$ cat config.mk
export PLATFORM = sky130hd
export DESIGN_NAME = iraccs_top
export DESIGN_NICKNAME = d
export VERILOG_FILES = /design/src/hdl/iraccs_pkg.sv /design/src/hdl/iraccs_mem.sv /design/src/hdl/iraccs_top.sv
export SDC_FILE = /design/constraint.sdc
export NUM_CORES = 1
export LEC_CHECK = 0
export ABC_AREA = 1
export BUFFER_PORTS_ARGS = -buffer_cell sky130_fd_sc_hd__buf_2
export CORE_MARGIN = 5
export CORE_UTILIZATION = 36
export CTS_BUF_LIST = sky130_fd_sc_hd__clkbuf_8
export DETAILED_ROUTE_END_ITERATION = 16
export GPL_TIMING_DRIVEN = 0
export HOLD_SLACK_MARGIN = 0.15
export PLACE_DENSITY_LB_ADDON = 0.05
export RECOVER_POWER = 50
export SLEW_MARGIN = 20
export SYNTH_ARGS = -nofsm -noshare
export SYNTH_HDL_FRONTEND = slang
export SYNTH_SLANG_ARGS = --single-unit
export TNS_END_PERCENT = 100
$ cat constraint.sdc
create_clock -name mclk -period 9.5 [get_ports mclk]
set_clock_uncertainty 0.15 [all_clocks]
set_input_delay 0.95 -clock mclk [delete_from_list [all_inputs] [get_ports mclk]]
set_output_delay 0.95 -clock mclk [all_outputs]
set_load 0.02 [all_outputs]
$ cat src/hdl/iraccs_pkg.sv
package iraccs_pkg;
  localparam int ADDR_W = 8;
  localparam int DATA_W = 8;
  localparam logic [7:0] CTRL_OFFSET = 8'hB0;
  localparam logic [7:0] OFFS_OFFSET = 8'hB1;
  localparam logic [7:0] WIN_OFFSET = 8'hB2;
  localparam logic [7:0] ID6_OFFSET = 8'hF5;
  localparam logic [7:0] CTRL_RESET = 8'h00;
  localparam logic [7:0] OFFS_RESET = 8'h00;
  localparam int SEL_LSB = 2;
  localparam int SEL_MSB = 4;
  localparam int STEP_BIT = 1;
  localparam int PREF_BIT = 0;
  localparam logic [2:0] SEL_PATGEN = 3'h0;
  localparam logic [2:0] SEL_SERTX = 3'h1;
  localparam logic [2:0] SEL_DIEID = 3'h2;
  localparam logic [7:0] PATGEN_FIRST = 8'h01;
  localparam logic [7:0] PATGEN_LAST = 8'h1F;
  localparam logic [7:0] DIEID_FIRST = 8'h00;
  localparam logic [7:0] DIEID_LAST = 8'h0F;
  localparam int MEM_DEPTH = 32;

  typedef struct packed {
    logic [2:0] target_block_select_field;
    logic offset_step_enable;
    logic prefetch_read_enable;
  } iraccs_ctrl_t;

  typedef struct packed {
    logic wr;
    logic rd;
    logic [7:0] addr;
    logic [7:0] wdata;
  } iraccs_bus_t;
endpackage : iraccs_pkg

$ cat src/hdl/iraccs_mem.sv
`timescale 1ns/1ps
module iraccs_mem #(
  parameter int DEPTH = 32,
  parameter int AW = 5,
  parameter int DW = 8
) (
  input wire logic mclk, // Clock
  input wire logic reset, // Async reset, high
  input wire logic we, // Write enable
  input wire logic [AW-1:0] waddr, // Write address
  input wire logic [DW-1:0] wdata, // Write data
  input wire logic [AW-1:0] raddr, // Read address
  output logic [DW-1:0] rdata // Registered read data
);
  logic [DW-1:0] mem_r [DEPTH];
  logic [DW-1:0] rdata_nxt;

  always_comb begin
    rdata_nxt = mem_r[raddr];
  end

  always_ff @(posedge mclk or posedge reset) begin
    if (reset) begin
      rdata <= '0;
      for (int i = 0; i < DEPTH; i++) begin
        mem_r[i] <= '0;
      end
    end else begin
      rdata <= rdata_nxt;
      if (we) begin
        mem_r[waddr] <= wdata;
      end
    end
  end
endmodule : iraccs_mem

$ cat src/hdl/iraccs_top.sv
// Summary of operation
// RULE_01: Control, offset and data window sit at main addresses 0xB0, 0xB1 and 0xB2.
// RULE_02: Pattern generator and serial transmitter pages are reachable only through the window.
// RULE_03: Block select picks the page, offset picks the location, the window moves the byte.
// RULE_04: Host writes control, then offset, then the byte to the window to write a page.
// RULE_05: A window write stores the byte at the selected page and offset.
// RULE_06: Host writes control, then offset, then reads the window to read a page.
// RULE_07: With stepping enabled the offset grows by one after each window access.
// RULE_08: Repeated window writes with stepping land in successive offsets.
// RULE_09: Repeated window reads with stepping return successive offsets.
// RULE_10: Select field is control bits 4:2; code 000 maps the pattern page at 0x01 to 0x1F.
// RULE_11: Code 010 maps the sixteen die identification bytes.
// RULE_12: Read-only address 0xF5 returns the sixth identification byte.
// RULE_13: Code 001 maps the serial transmitter page.
// RULE_14: Control bit 1 enables stepping and resets to zero.
// RULE_15: With control bit 0 set an offset write, and a stepped window read, strobe the page.
// RULE_16: The offset register holds a full 8-bit offset.
// RULE_17: Unassigned codes or unmapped offsets read zero and ignore writes.
`timescale 1ns/1ps
module iraccs_top #(
  parameter logic [7:0] SIXTH_ID_BYTE = 8'hA5, // Arbitrary identity value
  parameter logic [127:0] DIE_ID = 128'h0 // Die identification bytes
) (
  input wire logic mclk, // 250 MHz clock
  input wire logic reset, // Async reset, high
  input wire logic [7:0] reg_addr, // Register address
  input wire logic [7:0] reg_wdata, // Write data
  input wire logic reg_wr, // Write strobe
  input wire logic reg_rd, // Read strobe
  output logic [7:0] reg_rdata, // Read data, cycle after strobe
  output logic [7:0] pg_wdata, // Pattern page write data
  output logic [7:0] pg_addr, // Pattern page offset
  output logic pg_wr, // Pattern page write pulse
  output logic [7:0] tx_addr, // Transmitter page offset
  output logic [7:0] tx_wdata, // Transmitter page write data
  output logic tx_wr, // Transmitter page write pulse
  output logic tx_rd, // Transmitter page prefetch strobe
  input wire logic [7:0] tx_rdata // Transmitter page read data
);
  iraccs_pkg::iraccs_bus_t bus;
  iraccs_pkg::iraccs_ctrl_t ctrl_r, ctrl_nxt;
  logic [7:0] offs_r, offs_nxt;
  logic [7:0] rdata_nxt;
  logic [7:0] pg_wdata_nxt, pg_addr_nxt, tx_addr_nxt, tx_wdata_nxt;
  logic pg_wr_nxt, tx_wr_nxt, tx_rd_nxt;
  logic win_wr, win_rd, offs_wr;
  logic pg_hit, die_hit;
  logic [7:0] pg_rdata, die_byte;
  logic [7:0] die_bytes [16];
  logic [4:0] pg_raddr;

  // One byte lane per die identification entry
  for (genvar gi = 0; gi < 16; gi++) begin : g_die
    assign die_bytes[gi] = DIE_ID[8*gi +: 8]; // RULE_11
  end

  assign bus = '{wr: reg_wr, rd: reg_rd, addr: reg_addr, wdata: reg_wdata};

  always_comb begin
    win_wr = bus.wr && (bus.addr == iraccs_pkg::WIN_OFFSET); // RULE_05
    win_rd = bus.rd && (bus.addr == iraccs_pkg::WIN_OFFSET); // RULE_06
    offs_wr = bus.wr && (bus.addr == iraccs_pkg::OFFS_OFFSET);
    pg_hit = (ctrl_r.target_block_select_field == iraccs_pkg::SEL_PATGEN)
      && (offs_r >= iraccs_pkg::PATGEN_FIRST) && (offs_r <= iraccs_pkg::PATGEN_LAST); // RULE_10
    die_hit = (ctrl_r.target_block_select_field == iraccs_pkg::SEL_DIEID)
      && (offs_r <= iraccs_pkg::DIEID_LAST); // RULE_11
    die_byte = die_bytes[offs_r[3:0]];
    pg_raddr = offs_r[4:0];
  end

  // Pattern page storage; the window read returns its registered output
  iraccs_mem #(
    .DEPTH(iraccs_pkg::MEM_DEPTH),
    .AW(5),
    .DW(8)
  ) u_pg_mem (
    .mclk(mclk),
    .reset(reset),
    .we(win_wr && pg_hit), // RULE_05
    .waddr(offs_r[4:0]),
    .wdata(bus.wdata),
    .raddr(pg_raddr),
    .rdata(pg_rdata)
  );

  logic pg_rd_hit_r, pg_rd_hit_nxt;
  logic [7:0] rdata_r;
  logic [7:0] offs_step;
  logic step_on, pref_on, sel_tx, ctrl_wr;

  // Shared decode of the control fields
  always_comb begin
    step_on = ctrl_r.offset_step_enable;
    pref_on = ctrl_r.prefetch_read_enable;
    sel_tx = (ctrl_r.target_block_select_field == iraccs_pkg::SEL_SERTX); // RULE_13
    ctrl_wr = bus.wr && (bus.addr == iraccs_pkg::CTRL_OFFSET); // RULE_01
    offs_step = offs_r + 8'h01;
  end

  // Control and offset registers
  always_comb begin
    ctrl_nxt = ctrl_r;
    offs_nxt = offs_r;
    if (ctrl_wr) begin
      ctrl_nxt = bus.wdata[4:0]; // RULE_14
    end
    if (offs_wr) begin
      offs_nxt = bus.wdata; // RULE_16
    end
    if ((win_wr || win_rd) && step_on) begin
      offs_nxt = offs_step; // RULE_07 RULE_08 RULE_09
    end
  end

  always_ff @(posedge mclk or posedge reset) begin
    if (reset) begin
      ctrl_r <= iraccs_pkg::CTRL_RESET[4:0]; // RULE_14
      offs_r <= iraccs_pkg::OFFS_RESET;
    end else begin
      ctrl_r <= ctrl_nxt;
      offs_r <= offs_nxt;
    end
  end

  // Copy of each pattern page write; other codes and offsets drop it
  always_comb begin
    pg_wr_nxt = 1'b0;
    pg_addr_nxt = pg_addr;
    pg_wdata_nxt = pg_wdata;
    if (win_wr && pg_hit) begin
      pg_wr_nxt = 1'b1; // RULE_03
      pg_addr_nxt = offs_r;
      pg_wdata_nxt = bus.wdata;
    end
  end

  always_ff @(posedge mclk or posedge reset) begin
    if (reset) begin
      pg_wr <= 1'b0;
      pg_addr <= 8'h00;
      pg_wdata <= 8'h00;
    end else begin
      pg_wr <= pg_wr_nxt;
      pg_addr <= pg_addr_nxt;
      pg_wdata <= pg_wdata_nxt;
    end
  end

  // Transmitter page strobes and prefetch
  always_comb begin
    tx_wr_nxt = 1'b0;
    tx_rd_nxt = 1'b0;
    tx_addr_nxt = tx_addr;
    tx_wdata_nxt = tx_wdata;
    if (sel_tx && offs_wr && pref_on) begin
      tx_rd_nxt = 1'b1; // RULE_15
      tx_addr_nxt = bus.wdata;
    end
    if (sel_tx && win_wr) begin
      tx_wr_nxt = 1'b1; // RULE_13
      tx_addr_nxt = offs_r;
      tx_wdata_nxt = bus.wdata;
    end
    if (sel_tx && win_rd && step_on && pref_on) begin
      tx_rd_nxt = 1'b1; // RULE_15
      tx_addr_nxt = offs_step;
    end
  end

  always_ff @(posedge mclk or posedge reset) begin
    if (reset) begin
      tx_wr <= 1'b0;
      tx_rd <= 1'b0;
      tx_addr <= 8'h00;
      tx_wdata <= 8'h00;
    end else begin
      tx_wr <= tx_wr_nxt;
      tx_rd <= tx_rd_nxt;
      tx_addr <= tx_addr_nxt;
      tx_wdata <= tx_wdata_nxt;
    end
  end

  // Read path; pattern bytes come from the memory output register
  always_comb begin
    rdata_nxt = 8'h00;
    pg_rd_hit_nxt = 1'b0;
    if (bus.rd) begin
      unique case (bus.addr)
        iraccs_pkg::CTRL_OFFSET: rdata_nxt = {3'h0, ctrl_r};
        iraccs_pkg::OFFS_OFFSET: rdata_nxt = offs_r;
        iraccs_pkg::ID6_OFFSET: rdata_nxt = SIXTH_ID_BYTE; // RULE_12
        iraccs_pkg::WIN_OFFSET: begin
          if (die_hit) begin
            rdata_nxt = die_byte; // RULE_11
          end else if (ctrl_r.target_block_select_field == iraccs_pkg::SEL_SERTX) begin
            rdata_nxt = tx_rdata; // RULE_13
          end else begin
            rdata_nxt = 8'h00; // RULE_17
          end
          pg_rd_hit_nxt = pg_hit;
        end
        default: rdata_nxt = 8'h00; // RULE_02
      endcase
    end
  end

  always_ff @(posedge mclk or posedge reset) begin
    if (reset) begin
      rdata_r <= 8'h00;
      pg_rd_hit_r <= 1'b0;
    end else begin
      rdata_r <= rdata_nxt;
      pg_rd_hit_r <= pg_rd_hit_nxt;
    end
  end

  // Pattern read data comes from the memory output register
  always_comb begin
    reg_rdata = pg_rd_hit_r ? pg_rdata : rdata_r;
  end
endmodule : iraccs_top

Word-level counts from Yosys, hierarchy flattened
Memory sizes are Yosys's and may differ from the RTL's.
Index checks and enable logic that the tools add are counted.
{ "op_classes": {"addsub": 1, "order_cmp": 6, "n_eq_ne": 6, "n_mux": 24, "bitwise": 2, "n_reduce_logical": 20} }
{ "op_table": {"columns": ["operator", "n"], "rows": [
  ["$bwmux W256", 1],
  ["$mux W8", 14],
  ["$bmux W8 S5", 1],
  ["$demux W8 S5", 1],
  ["$eq A8 B8 Y1 const B", 4],
  ["$pmux W8 S4", 1],
  ["$logic_and A1 B1 Y1", 16],
  ["$add A8 B1 Y8 const B", 1],
  ["$ge A8 B1 Y1 const B", 1],
  ["$le A8 B4 Y1 const B", 1],
  ["$le A8 B5 Y1 const B", 1],
  ["$ge A6 B6 Y1 const B", 1],
  ["$lt A6 B1 Y1 const B", 1],
  ["$mux W1", 6],
  ["$not A5 Y6", 1],
  ["$ge A5 B5 Y1 const B", 1],
  ["$not A4 Y5", 1],
  ["$eq A3 B1 Y1 const B", 1],
  ["$eq A3 B2 Y1 const B", 1],
  ["$logic_not A3 Y1", 1],
  ["$reduce_bool A3 Y1", 1],
  ["$reduce_bool A2 Y1", 1],
  ["$logic_or A1 B1 Y1", 1]
]} }
{ "totals": {"regBits": 321, "rom_bits": 128, "n_memories": 1} }
{ "memory_table": {"columns": ["memory", "depth", "word_bits", "rd", "rd_clocked_by_memory_dff", "wr", "line_no", "source"], "rows": [
  ["(name not given)", 16, 8, 1, 0, 0, "iraccs_top.sv:67", "die_byte = die_bytes[offs_r[3:0]];"]
]} }

Longest topological paths before layout
Gate-level depths: netlist of the first run.
{ "depth": {"depth_word": 7, "ltp_mapped": 12, "depth_no_buf": 11} }

Cells and area by module
From an unflattened synthesis of the first run, not the netlist that was laid out.
{ "hier_totals": {"cells_unflattened": 1868, "area_unflattened_um2": 15025.7} }
{ "by_module_without_submodules": {"columns": ["mod", "n_inst", "cells_per_inst", "area_each_um2"], "rows": [
  ["iraccs_mem", 1, 1500, 11933.9],
  ["iraccs_top", 1, 368, 3091.7]
]} }

Worst setup path before layout of the first run
No wires, ideal clock.
{ "synth_path": {"path_type": "reg-to-reg", "startpoint": "register offs_r[0]", "endpoint": "register u_pg_mem.mem_r[152] in the netlist's numbering", "setup_ps": 118, "t_arrival_ps": 2209, "t_required_ps": 9232, "path_slack_ps": 7023, "stages_incl_launch_ff": 11, "path_buffers": 3, "period_less_slack_ps": 2477, "path_cell_list": "dfrtp_1 clkbuf_1 inv_1 buf_2 buf_1 ha_1 inv_2 nor2_1 nand3_1 nand2_1 nand2_1"} }
{ "synth_via": {"elab_chain_len": 6} }
{ "synth_lines": {"columns": ["element", "line_no", "source"], "rows": [
  ["start, declared", "iraccs_top.sv:42", "logic [7:0] offs_r, offs_nxt;"],
  ["start signal, assigned", "iraccs_top.sv:118", "offs_r <= iraccs_pkg::OFFS_RESET;"],
  ["start signal, assigned", "iraccs_top.sv:121", "offs_r <= offs_nxt;"],
  ["$not A5 Y6 (implied by the code)", "iraccs_mem.sv:31", "mem_r[waddr] <= wdata;"],
  ["$ge A6 B6 Y1 (implied by the code) or $lt A6 B1 Y1 (tied branches)", "iraccs_mem.sv:31", null],
  ["$logic_and A1 B1 Y1 (implied by the code)", "iraccs_mem.sv:31", null],
  ["$mux W8 (implied by the code)", "iraccs_mem.sv:31", null],
  ["$demux W8 S5", "iraccs_mem.sv:31", null],
  ["$bwmux W256", "iraccs_mem.sv:31", null],
  ["end signal, assigned by index", "iraccs_mem.sv:31", null],
  ["end, declared", "iraccs_mem.sv:15", "logic [DW-1:0] mem_r [DEPTH];"]
]} }
Parallel ways exist; a longest one is shown, timed or not.
A chain may end at the register's enable or synchronous reset.

==> run summary, run 1 <==
Outcome - finished with violations
Violated checks - capacitance limit, slew limit
Final count of negative-setup-slack endpoints - 0
Share of the yosys chip area belonging to registers - 0.4906
Most frequent standard cell in the layout excluding fill and tap cells - sky130_fd_sc_hd__nand2_1
Final WL - 68.94 mm
Number of top-level pins - 71
Cell count after synthesis - 2,052
GRT Overall Usage - 0.2701
Clock period minus final worst setup slack - 5508 ps
Die Wd - 223.3 um
Cell row count - 78
Pin count of the biggest net entering global routing - 31
PostCTS Resize Cnt - 0
Buffers inserted during post-CTS setup optimization - 0
Maximum vdd ir drop - 0.00009697 V
RD Place Congestion - 0.9106
Count of input and output buffers - 61
Post-route worst hold slack - 316.4 ps
Grt total ovfl - 0
Die outline height - 223.3 um
Number of hold violations in the final report - 0
Via count - 16,090
Startpoint types - input port
Routed vias/inst - 5.674
Vias in the first global route - 15,730
Areal power density over the cells - 173.3 mW/mm2
First DRT Iteration DRCs - 1,829
Core outline area - 0.04519 mm2
ANT cells - 0
Clock latency reported for the late side of the worst-skew pair - 680 ps
Category of the worst setup path capture point - asynchronous set/reset pin
Count of hold-fix buffers inserted at cts - 0
Total clock buffers created by CTS - 60
Number of antenna violations at the first check in global routing - 1
Filler Cells Inserted - 4,819
Count of cell types in the netlist - 35
Critical path start-end classification - input port to asynchronous set/reset pin
FMAX - 0.1816 GHz
HPWL after DPL - 47.81 mm
Signal arrival time at the worst endpoint - 5770 ps
Post-Syn Area per Cell - 7.980 um2
Area taken by flip-flops and latches - 0.008033 mm2
Post-route DRC - 0
Clock sink total - 321
Final setup TNS - 0 ps
Netlist area before placement - 0.01637 mm2
Nets in the synthesized netlist - 2,085
Initial Utilization - 0.3624
Relative slew slack - -0.2016
Data required time of the critical path - 9770 ps
First-pass GRT wire length - 102.4 mm
Clock-pin slew reported for the worst setup and hold paths after clock tree synthesis - 60 ps
Root Buffer Master - sky130_fd_sc_hd__clkbuf_8
Synth warn - 0
CTS tree - built
Unrepaired setup endpoints after global routing - no
Leakage power of the design - 9.823 nW
Final-stage net count - 2,220
Worst-path maximum fanout - 30
Share of cells above drive strength 1 - 0.1337
Total number of H-tree levels - 2
Average routed wire per standard cell - 24.31 um
Area of the multi-input gates - 0.007273 mm2
Number of maximum-capacitance violations - 6
Yosys reg bits - 321
Post-route fraction of the period consumed by the critical path - 0.5798
Layout-stage area growth over the synthesis result - 15.21%
Longest Clk Path Bufs - 3
Final slew viol count - 173
Die outline area - 0.04985 mm2
HP Class - flop to flop
Antenna violation net count after detailed routing - 0
First-pass iteration count of the detailed router - 8
Leading cell types in the layout, fill and taps excluded - sky130_fd_sc_hd__nand2_1 (705), sky130_fd_sc_hd__dfrtp_1 (321), sky130_fd_sc_hd__nand4_1 (266)
Slew @ Worst Pin - 1802 ps
==> stage by stage <==
| stage | instance area, um2 | cells | setup slack [ps] | util | power, W |
|---|---|---|---|---|---|
| global placement | 17430 | 2713 | 1771 | 0.3858 | 0.001828 |
| global route | 18870 | 2836 | 2864 | 0.4175 | 0.003383 |
| detailed placement | 17700 | 2725 | 5621 | 0.3918 | 0.001838 |
| CTS | 19000 | 2836 | 5610 | 0.4204 | 0.003291 |
| finish | 18870 | 2836 | 3992 | 0.4175 | 0.003270 |
| floorplan | 16380 | 2052 | 4119 | - | 0.001625 |
==> synth_stat cells (all sizes together) <==
cell type / count / area [um2]
clkinv: 1 / 3.750
and3: 1 / 6.260
o21ai: 158 / 790.8
xor2: 4 / 35.03
o22ai: 69 / 431.7
ha: 5 / 62.56
a22oi: 1 / 7.510
buf: 73 / 540.5
a21oi: 3 / 15.01
dfrtp: 321 / 8033
inv: 59 / 224.0
nand3: 73 / 495.5
mux2: 8 / 90.09
clkbuf: 78 / 292.8
nand2: 708 / 2675
nor3: 5 / 41.29
or2: 1 / 6.260
nor2: 206 / 868.3
nand4: 266 / 1664
o211ai: 9 / 67.56
and2: 1 / 6.260
o221ai: 2 / 17.52
==> worst max-delay path, cell delays in order <==
cell	delay [ps]
sky130_fd_sc_hd__buf_2	100
sky130_fd_sc_hd__clkinvlp_2	720
sky130_fd_sc_hd__clkbuf_1	1230
sky130_fd_sc_hd__clkbuf_1	1350
sky130_fd_sc_hd__clkbuf_1	1380
==> flip-flops by register name, indices dropped and copies added, names as in the netlist <==
| signal | cells |
|---|---|
| ctrl_r | 3 |
| offs_r | 8 |
| pg_addr | 8 |
| pg_rd_hit_r | 1 |
| pg_wdata | 8 |
| pg_wr | 1 |
| pref_on | 1 |
| rdata_r | 8 |
| step_on | 1 |
| tx_addr | 8 |
| tx_rd | 1 |
| tx_wdata | 8 |
| tx_wr | 1 |
| u_pg_mem.mem_r | 256 |
| u_pg_mem.rdata | 8 |
==> final timing paths <==
check                                   start                 end  slack, ps  cells after the start
hold reg to reg            u_pg_mem.mem_r[18]  u_pg_mem.mem_r[18]        320                      2
hold / removal             u_pg_mem.mem_r[18]  u_pg_mem.mem_r[18]        320                      2
setup reg to reg                    offs_r[1]  u_pg_mem.mem_r[29]       5530                     12
setup / recovery                        reset  u_pg_mem.mem_r[40]       3990                      5
min in group asynchronous               reset         pg_wdata[7]        370                      2
max in group mclk                   offs_r[1]  u_pg_mem.mem_r[29]       5530                     12
==> layer usage <==
| metal | GRT usage | part of all wire | up-vias |
|---|---|---|---|
| met3 | 0.05789 | 0.079 | 177 |
| li1 | - | - | 7276 |
| met2 | 0.4128 | 0.44 | 681 |
| met4 | 0.1168 | 0.044 | 0 |
| met5 | 0 | 0 | - |
| met1 | 0.3715 | 0.43 | 7957 |
==> layout make-up <==
type                       instances  area share
buffer                           151     0.04417
inverter                          60     0.01214
timing repair buffer              73     0.02401
tap                              600     0.03979
clock inverter                    28    0.008025
clock buffer                      83     0.06055
sequential                       321      0.4258
multi-input combinational       1520      0.3855
==> logic make-up after synthesis <==
logic type,Yosys count,share of synthesized area
AND/OR/NAND/NOR,1261,0.3520
flip-flops,321,0.4906
AO/OA/AOI/OAI,242,0.08123
buffers and inverters,211,0.06480
multiplexers,8,0.005502
adder cells (fa/ha/maj),5,0.003821
XOR/XNOR,4,0.002139
==> report_power, final <==
part	internal, W	switching, W
combinational	0.0000880	0.000349
sequential	0.00138	0.00000729
clock	0.000799	0.000648
total	0.00227	0.00100
Power figures use the tool's default switching activity.
==> run 2: changes to the inputs <==
--- a/config.mk
+++ b/config.mk
@@ -5,7 +5,7 @@
 export SDC_FILE = /design/constraint.sdc
 export NUM_CORES = 1
 export LEC_CHECK = 0
-export ABC_AREA = 1
+export ABC_AREA = 0
 export BUFFER_PORTS_ARGS = -buffer_cell sky130_fd_sc_hd__buf_2
 export CORE_MARGIN = 5
 export CORE_UTILIZATION = 36
==> constraint.sdc (replaced) <==
create_clock -name mclk -period 5.55 [get_ports mclk]
set_clock_uncertainty 0.15 [all_clocks]
set_input_delay 0.555 -clock mclk [delete_from_list [all_inputs] [get_ports mclk]]
set_output_delay 0.555 -clock mclk [all_outputs]
set_load 0.02 [all_outputs]
==> run 2 against run 1 <==
The run still ends with capacitance limit, slew limit left. Non-clock buffer count decreased by 57. Clock power increased by 65%. Routed wire length decreased by 29%. Critical endpoint is now u_pg_mem.mem_r[133].
==> run summary, run 2 <==
Unrepaired setup endpoints after global routing - no (unchanged)
Category of the worst setup path capture point - flop (was asynchronous set/reset pin)
HPWL after DPL - 33.59 mm (was 47.81 mm)
Buffers inserted during post-CTS setup optimization - 0 (unchanged)
Post-route fraction of the period consumed by the critical path - 0.8500
Total number of H-tree levels - 2 (unchanged)
Max reg flops - 256 (unchanged)
Inst Count DP - 1,695 (was 2,725)
Post-synth EDFFs - 0 (unchanged)
Biggest register - u_pg_mem.mem_r (unchanged)
Count of hold-fix buffers inserted at cts - 11 (was 0)
CTS tree - built (unchanged)
Number of hold violations in the final report - 0 (unchanged)
Asr flop ratio synth - 1.000 (unchanged)
Beginning of the worst hold path - reg_wdata[6] (was u_pg_mem.mem_r[18])
Endpoint of the lowest-slack register-to-register path - u_pg_mem.mem_r[133] (was u_pg_mem.mem_r[29])
Leading cell types in the layout, fill and taps excluded - sky130_fd_sc_hd__dfrtp_1 (321), sky130_fd_sc_hd__mux2_2 (293), sky130_fd_sc_hd__clkbuf_1 (97) (was sky130_fd_sc_hd__nand2_1 (705), sky130_fd_sc_hd__dfrtp_1 (321), sky130_fd_sc_hd__nand4_1 (266))
Sequence of cells on the critical path - clkbuf_1, buf_2, clkbuf_1, clkbuf_1, inv_1, ha_1, and3_1, nor4_4, nor2b_1, buf_2, mux2_2 (was buf_2, clkinvlp_2, clkbuf_1, clkbuf_1, clkbuf_1)
FMAX - 0.2120 GHz
Worst-path maximum fanout - 10 (was 30)
Final slew viol count - 123 (was 173)
Xor-xnor portion of the synthesized cell area - 0.001174 (was 0.002140)
Slew @ Worst Pin - 1865 ps (was 1802 ps)
Pin count of the biggest net entering global routing - 33 (was 31)
Via count - 9,871 (was 16,090)
ANT cells - 0 (unchanged)
Startpoint types - flop (was input port)
Clock period minus final worst setup slack - 4717 ps
First-pass GRT wire length - 72.15 mm (was 102.4 mm)
Number of antenna violations at the first check in global routing - 2 (was 1)
Post-synth top cells - sky130_fd_sc_hd__dfrtp_1 (321), sky130_fd_sc_hd__mux2_2 (294), sky130_fd_sc_hd__nor2_1 (56), sky130_fd_sc_hd__clkbuf_1 (52), sky130_fd_sc_hd__mux4_2 (48) (was sky130_fd_sc_hd__nand2_1 (703), sky130_fd_sc_hd__dfrtp_1 (321), sky130_fd_sc_hd__nand4_1 (266), sky130_fd_sc_hd__nor2_1 (172), sky130_fd_sc_hd__o21ai_0 (146))
Clock-pin slew reported for the worst setup and hold paths after clock tree synthesis - 60 ps (about the same)
Post-synthesis share of cell area spent on and, or, nand and nor gates - 0.07432 (was 0.3520)
Vias in the first global route - 10,460 (was 15,730)
Post-route standard cell area excluding fillers - 0.01738 mm2 (was 0.01887 mm2)
Die Wd - 213.6 um (was 223.3 um)
Final WL - 48.83 mm (was 68.94 mm)
Nets in the synthesized netlist - 1,121 (was 2,085)
Routed vias/inst - 5.439 (was 5.674)
Combinational family with the most area after synthesis - multiplexers (was simple AND/OR/NAND/NOR gates)
Violated checks - capacitance limit, slew limit (unchanged)
Final cell count without fillers - 1,815 (was 2,836)
Arithmetic-cell share of the synthesized area counting full adders, half adders and majority gates - 0.004194 (was 0.003821)
Die outline area - 0.04560 mm2 (was 0.04985 mm2)
Number of top-level pins - 71 (unchanged)
Count of input and output buffers - 64 (was 61)
Launch point of the worst reg-to-reg path - offs_r[0] (was offs_r[1])
Cell depth of the worst flop-to-flop path - 11 (was 12)
Mux contribution to synthesized area - 0.3112 (was 0.005502)
Cell depth of the worst min-delay path - 2 (unchanged)
Signal arrival time at the worst endpoint - 5100 ps (was 5770 ps)
Outcome - finished with violations (unchanged)
Critical path start-end classification - flop to flop (was input port to asynchronous set/reset pin)
Antenna violation net count after detailed routing - 0 (unchanged)
Synth warn - 0 (unchanged)
Count of cell types in the netlist - 51 (was 35)
Worst path slowest cell - sky130_fd_sc_hd__clkbuf_1 (unchanged)
Capture endpoint of the worst hold path - u_pg_mem.mem_r[246] (was u_pg_mem.mem_r[18])
First DRT Iteration DRCs - 659 (was 1,829)
HP Class - input port to flop (was flop to flop)
Post-Syn Area per Cell - 13.71 um2 (was 7.980 um2)
Share of the yosys chip area belonging to registers - 0.5385 (was 0.4906)
Dominant cell type by count on the critical path - sky130_fd_sc_hd__clkbuf_1 (unchanged)
Die outline height - 213.6 um (was 223.3 um)
Initial Utilization - 0.3645 (was 0.3624)
Areal power density over the cells - 290.9 mW/mm2 (was 173.3 mW/mm2)
Core outline area - 0.04092 mm2 (was 0.04519 mm2)
Post-synthesis compound-gate area fraction - 0.04731 (was 0.08123)
Top cell type by total area after synthesis - sky130_fd_sc_hd__dfrtp_1 (unchanged)
RD Place Congestion - 0.8187 (was 0.9106)
Average routed wire per standard cell - 26.91 um (was 24.31 um)
Relative slew slack - -0.2433 (was -0.2016)
Clock latency reported for the late side of the worst-skew pair - 670 ps (was 680 ps)
Longest Clk Path Bufs - 3 (unchanged)
Post-DP Area - 0.01613 mm2 (was 0.01770 mm2)
Maximum vdd ir drop - 0.0001625 V (was 0.00009697 V)
GRT Overall Usage - 0.2170 (was 0.2701)
Cell row count - 74 (was 78)
Number of maximum-capacitance violations - 4 (was 6)
Yosys top cell area share - 0.5385 (was 0.4906)
Clock sink total - 321 (unchanged)
Worst reg-to-reg setup slack - 830 ps (was 5530 ps)
Delay of the slowest cell on the worst path - 750 ps (was 1380 ps)
Root Buffer Master - sky130_fd_sc_hd__clkbuf_8 (unchanged)
Cell count after synthesis - 1,088 (was 2,052)
Yosys reg bits - 321 (unchanged)
Total clock buffers created by CTS - 59 (was 60)
Final count of negative-setup-slack endpoints - 0 (unchanged)
Share of cells above drive strength 1 - 0.3843 (was 0.1337)
Post-route DRC - 0 (unchanged)
Layout-stage area growth over the synthesis result - 16.52% (was 15.21%)
Most common flop cell mapped by yosys - sky130_fd_sc_hd__dfrtp_1 (unchanged)
Grt total ovfl - 0 (unchanged)
Netlist area before placement - 0.01492 mm2 (was 0.01637 mm2)
Most frequent standard cell in the layout excluding fill and tap cells - sky130_fd_sc_hd__dfrtp_1 (was sky130_fd_sc_hd__nand2_1)
First-pass iteration count of the detailed router - 5 (was 8)
Most common cell in the netlist - sky130_fd_sc_hd__dfrtp_1 (was sky130_fd_sc_hd__nand2_1)
Data required time of the critical path - 5940 ps (was 9770 ps)
Leakage power of the design - 8.154 nW (was 9.823 nW)
PostCTS Resize Cnt - 0 (unchanged)
Synth top area cells - sky130_fd_sc_hd__dfrtp_1 (54%), sky130_fd_sc_hd__mux2_2 (22%), sky130_fd_sc_hd__mux4_2 (7.2%) (was sky130_fd_sc_hd__dfrtp_1 (49%), sky130_fd_sc_hd__nand2_1 (16%), sky130_fd_sc_hd__nand4_1 (10%))
Final-stage net count - 1,268 (was 2,220)
run 2: worst max-delay path by stage:
| stage | start | end |
|---|---|---|
| 6_report | offs_r[0] | u_pg_mem.mem_r[133] |
| 5_1_grt | reset | u_pg_mem.mem_r[26] |
| 4_1_cts | offs_r[0] | u_pg_mem.mem_r[133] |
| 3_5_place_dp | offs_r[0] | u_pg_mem.mem_r[133] |
| 3_3_place_gp | reset | tx_wr |
| 2_1_floorplan | reset | ctrl_r[2] |
run 2: logic make-up (layout without fill, tap and decap cells):
family          Yosys count  after routing
flops                   321            321
simple gates            205            205
xor+xnor                  2              2
mux                     367            367
buf+inv                  87            282
compound gates          101            101
fa+ha+maj                 5              5
run 2: layout make-up:
cell class / instances / area, um2
flip-flops and latches: 321 / 8033
clock inverters: 26 / 133.9
clock buffers: 83 / 1142
fillers: 3894 / 23550
well taps: 532 / 665.6
multi-input cells: 680 / 6534
inverters: 6 / 23.77
repair buffers: 86 / 521.8
plain buffers: 81 / 325.3
run 2: stage by stage:
step                        util  TNS [ps]  worst slack (ps)  hold WS [ps]  total power (W)
after floorplan                -         0             564.2         322.7         0.002561
after global placement    0.3887   -567440             -1832         329.0         0.002702
after detailed placement  0.3941         0             778.0         337.4         0.002718
after CTS                 0.4280         0             754.4         170.0         0.005146
after global routing      0.4247         0             245.7         203.0         0.005264
final                     0.4247         0             832.7         255.3         0.005056
run 2: per-layer routing:
| layer | track usage | wire length, um | vias to the layer above |
|---|---|---|---|
| met5 | 0 | 0 | - |
| met4 | 0.06338 | 1173 | 0 |
| met3 | 0.03482 | 2151 | 74 |
| met2 | 0.3440 | 22830 | 257 |
| met1 | 0.3111 | 22680 | 5214 |
| li1 | - | - | 4326 |
run 2: report_power, final:
group          total (W)  switching [W]  leakage, nW  internal [W]
logic           0.000308       0.000233         2.95     0.0000751
clock network    0.00239        0.00106        0.723       0.00133
registers        0.00236     0.00000996         4.48       0.00235
run 2: worst max-delay path, delay by kind of cell, from the launching register on:
kind | cells | cell delay, ps
adders and majority gates | 1 | 230
muxes | 1 | 360
buffers and inverters | 6 | 2260
and+or+nand+nor | 3 | 1210
DFF | 1 | 400
==> run 3: changes to the inputs <==
==> constraint.sdc (replaced) <==
create_clock -name mclk -period 4.3 [get_ports mclk]
set_clock_uncertainty 0.15 [all_clocks]
set_input_delay 0.43 -clock mclk [delete_from_list [all_inputs] [get_ports mclk]]
set_output_delay 0.43 -clock mclk [all_outputs]
set_load 0.02 [all_outputs]
==> run 3 against run 2 <==
Largest power group unchanged. Largest cell class unchanged. The flow still finishes with violations (capacitance limit, slew limit). Sequential share of layout area shrank 0.20 points. Cell count grew 0.44%. First-iteration DRC count shrank 2.6%. Flip-flop and latch count is the same.
==> run summary, run 3 (synthesized netlist as in run 2, its figures left out) <==
Post-DP Area - 0.01613 mm2 (unchanged)
Maximum vdd ir drop - 0.0002097 V (was 0.0001625 V)
Final WL - 48.86 mm (was 48.83 mm)
Final count of negative-setup-slack endpoints - 0 (unchanged)
Areal power density over the cells - 374.1 mW/mm2 (was 290.9 mW/mm2)
Clock-pin slew reported for the worst setup and hold paths after clock tree synthesis - 60 ps (about the same)
Critical path start-end classification - flop to flop (unchanged)
Clock sink total - 321 (unchanged)
Core outline area - 0.04092 mm2 (unchanged)
Number of antenna violations at the first check in global routing - 2 (unchanged)
Leading cell types in the layout, fill and taps excluded - sky130_fd_sc_hd__dfrtp_1 (321), sky130_fd_sc_hd__mux2_2 (293), sky130_fd_sc_hd__clkbuf_1 (92) (was sky130_fd_sc_hd__dfrtp_1 (321), sky130_fd_sc_hd__mux2_2 (293), sky130_fd_sc_hd__clkbuf_1 (97))
Count of input and output buffers - 64 (unchanged)
Internal power consumption - 0.004849 W (was 0.003758 W)
Initial Utilization - 0.3645 (unchanged)
Die Wd - 213.6 um (unchanged)
Number of top-level pins - 71 (unchanged)
HP Class - input port to flop (unchanged)
Total number of H-tree levels - 2 (unchanged)
Average routed wire per standard cell - 26.80 um (was 26.91 um)
Cell row count - 74 (unchanged)
CTS tree - built (unchanged)
Switching share of total power - 0.2572 (was 0.2568)
Total clock buffers created by CTS - 59 (unchanged)
Post-route standard cell area excluding fillers - 0.01745 mm2 (was 0.01738 mm2)
Proportion of power drawn by flip-flops and latches - 0.467 (about the same)
Final-stage net count - 1,276 (was 1,268)
Antenna violation net count after detailed routing - 0 (unchanged)
Buffers inserted during post-CTS setup optimization - 0 (unchanged)
Logic pwr share - 0.061 (about the same)
Area of the multi-input gates - 0.006534 mm2 (unchanged)
Max reg flops - 256 (unchanged)
Relative slew slack - -0.1705 (was -0.2433)
Post-route worst hold slack - 200.9 ps (was 255.3 ps)
Leakage power of the design - 8.185 nW (was 8.154 nW)
Via count - 9,873 (was 9,871)
Most frequent standard cell in the layout excluding fill and tap cells - sky130_fd_sc_hd__dfrtp_1 (unchanged)
Die outline area - 0.04560 mm2 (unchanged)
Area taken by flip-flops and latches - 0.008033 mm2 (unchanged)
Unrepaired setup endpoints after global routing - no (unchanged)
Post-route DRC - 0 (unchanged)
ANT cells - 0 (unchanged)
FMAX - 0.2442 GHz (was 0.2120 GHz)
Filler Cells Inserted - 3,893 (was 3,894)
Violated checks - capacitance limit, slew limit (unchanged)
GRT Overall Usage - 0.2171 (was 0.2170)
Inst Count DP - 1,695 (unchanged)
Final slew viol count - 62 (was 123)
Die outline height - 213.6 um (unchanged)
Root Buffer Master - sky130_fd_sc_hd__clkbuf_8 (unchanged)
Signal arrival time at the worst endpoint - 4480 ps (was 5100 ps)
Post-route fraction of the period consumed by the critical path - 0.9523 (was 0.8500)
Startpoint types - flop (unchanged)
Clock period minus final worst setup slack - 4095 ps (was 4717 ps)
HPWL after DPL - 33.59 mm (unchanged)
Proportion of power drawn by the clock network - 0.472 (about the same)
First DRT Iteration DRCs - 642 (was 659)
Longest Clk Path Bufs - 3 (unchanged)
Net Sw Power - 0.001679 W (was 0.001299 W)
Share of cells above drive strength 1 - 0.3850 (was 0.3843)
Outcome - finished with violations (unchanged)
Slew @ Worst Pin - 1756 ps (was 1865 ps)
Data required time of the critical path - 4680 ps (was 5940 ps)
Number of maximum-capacitance violations - 2 (was 4)
Number of hold violations in the final report - 0 (unchanged)
Final design utilization - 0.4265 (was 0.4247)
Category of the worst setup path capture point - flop (unchanged)
Biggest register - u_pg_mem.mem_r (unchanged)
Pin count of the biggest net entering global routing - 33 (unchanged)
First-pass iteration count of the detailed router - 5 (unchanged)
Routed vias/inst - 5.416 (was 5.439)
Worst-path maximum fanout - 10 (unchanged)
Final cell count without fillers - 1,823 (was 1,815)
Clock latency reported for the late side of the worst-skew pair - 670 ps (about the same)
Grt total ovfl - 0 (unchanged)
RD Place Congestion - 0.8187 (unchanged)
Vias in the first global route - 10,490 (was 10,460)
Layout-stage area growth over the synthesis result - 17.01% (was 16.52%)
First-pass GRT wire length - 72.19 mm (was 72.15 mm)
[run 3: changes by cell type in the layout (fill, tap and decap cells not counted)]
cell | previous run | this run
sky130_fd_sc_hd__dlygate4sd3_1 | 11 | 20
sky130_fd_sc_hd__clkbuf_4 | 0 | 1
sky130_fd_sc_hd__buf_8 | 0 | 1
sky130_fd_sc_hd__clkbuf_1 | 97 | 92
sky130_fd_sc_hd__clkbuf_2 | 0 | 4
sky130_fd_sc_hd__buf_12 | 6 | 4
[run 3: power by group through the flow]
| stage | logic, W | registers (W) | clock network (W) |
|---|---|---|---|
| final | 0.000396 | 0.00305 | 0.00308 |
| after global routing | 0.000427 | 0.00305 | 0.00332 |
| after CTS | 0.000416 | 0.00305 | 0.00318 |
| after detailed placement | 0.000406 | 0.00310 | 0 |
| after global placement | 0.000382 | 0.00311 | 0 |
| after floorplan | 0.000204 | 0.00310 | 0 |
[run 3: area by class of cell]
type	instances	share of cell area
inverter	6	0.001362
sequential	321	0.4602
tap	532	0.03814
clock inverter	26	0.007671
buffer	80	0.01864
clock buffer	83	0.06545
timing repair buffer	95	0.03412
multi-input combinational	680	0.3744
[run 3: critical path, stage by stage (launching register included)]
cell	delay, ps
sky130_fd_sc_hd__dfrtp_1	530
sky130_fd_sc_hd__clkbuf_2	400
sky130_fd_sc_hd__clkbuf_1	570
sky130_fd_sc_hd__inv_1	250
sky130_fd_sc_hd__ha_1	250
sky130_fd_sc_hd__and3_1	230
sky130_fd_sc_hd__nor4_4	580
sky130_fd_sc_hd__nor2b_1	340
sky130_fd_sc_hd__buf_2	300
sky130_fd_sc_hd__mux2_2	360
[run 3: repair_timing]
action | 4_1_cts | 5_1_grt
hold endpoints to repair | 126 | 0
setup endpoints to repair | 105 | 27
resized for setup | 1 | 1
pin swaps | 0 | 1
hold buffers | 20 | 0
[run 3: layer usage]
| layer | track usage | up-vias | share of wire |
|---|---|---|---|
| met5 | 0 | - | 0 |
| met4 | 0.06623 | 0 | 0.027 |
| met3 | 0.03380 | 74 | 0.045 |
| met2 | 0.3430 | 264 | 0.46 |
| met1 | 0.3116 | 5200 | 0.46 |
| li1 | - | 4335 | - |
[run 3: worst paths after layout]
kind	slack, ps	startpoint	end	depth (start not counted)
setup / recovery	210	offs_r[1]	u_pg_mem.mem_r[133]	9
hold / removal	200	reg_addr[7]	rdata_r[5]	5
setup reg to reg	210	offs_r[1]	u_pg_mem.mem_r[133]	9
hold reg to reg	350	u_pg_mem.mem_r[75]	u_pg_mem.mem_r[75]	1
max in group asynchronous	540	reset	u_pg_mem.mem_r[20]	8
min in group asynchronous	400	reset	u_pg_mem.mem_r[157]	3
[run 3: stage by stage]
step	worst slack [ps]	total power (W)	setup TNS, ps
after floorplan	-560.8	0.003305	-180010
after global placement	-2957	0.003487	-953130
after detailed placement	-472.0	0.003509	-24660
after CTS	21.18	0.006643	0
after global routing	10.57	0.006793	0
final	205.1	0.006529	0
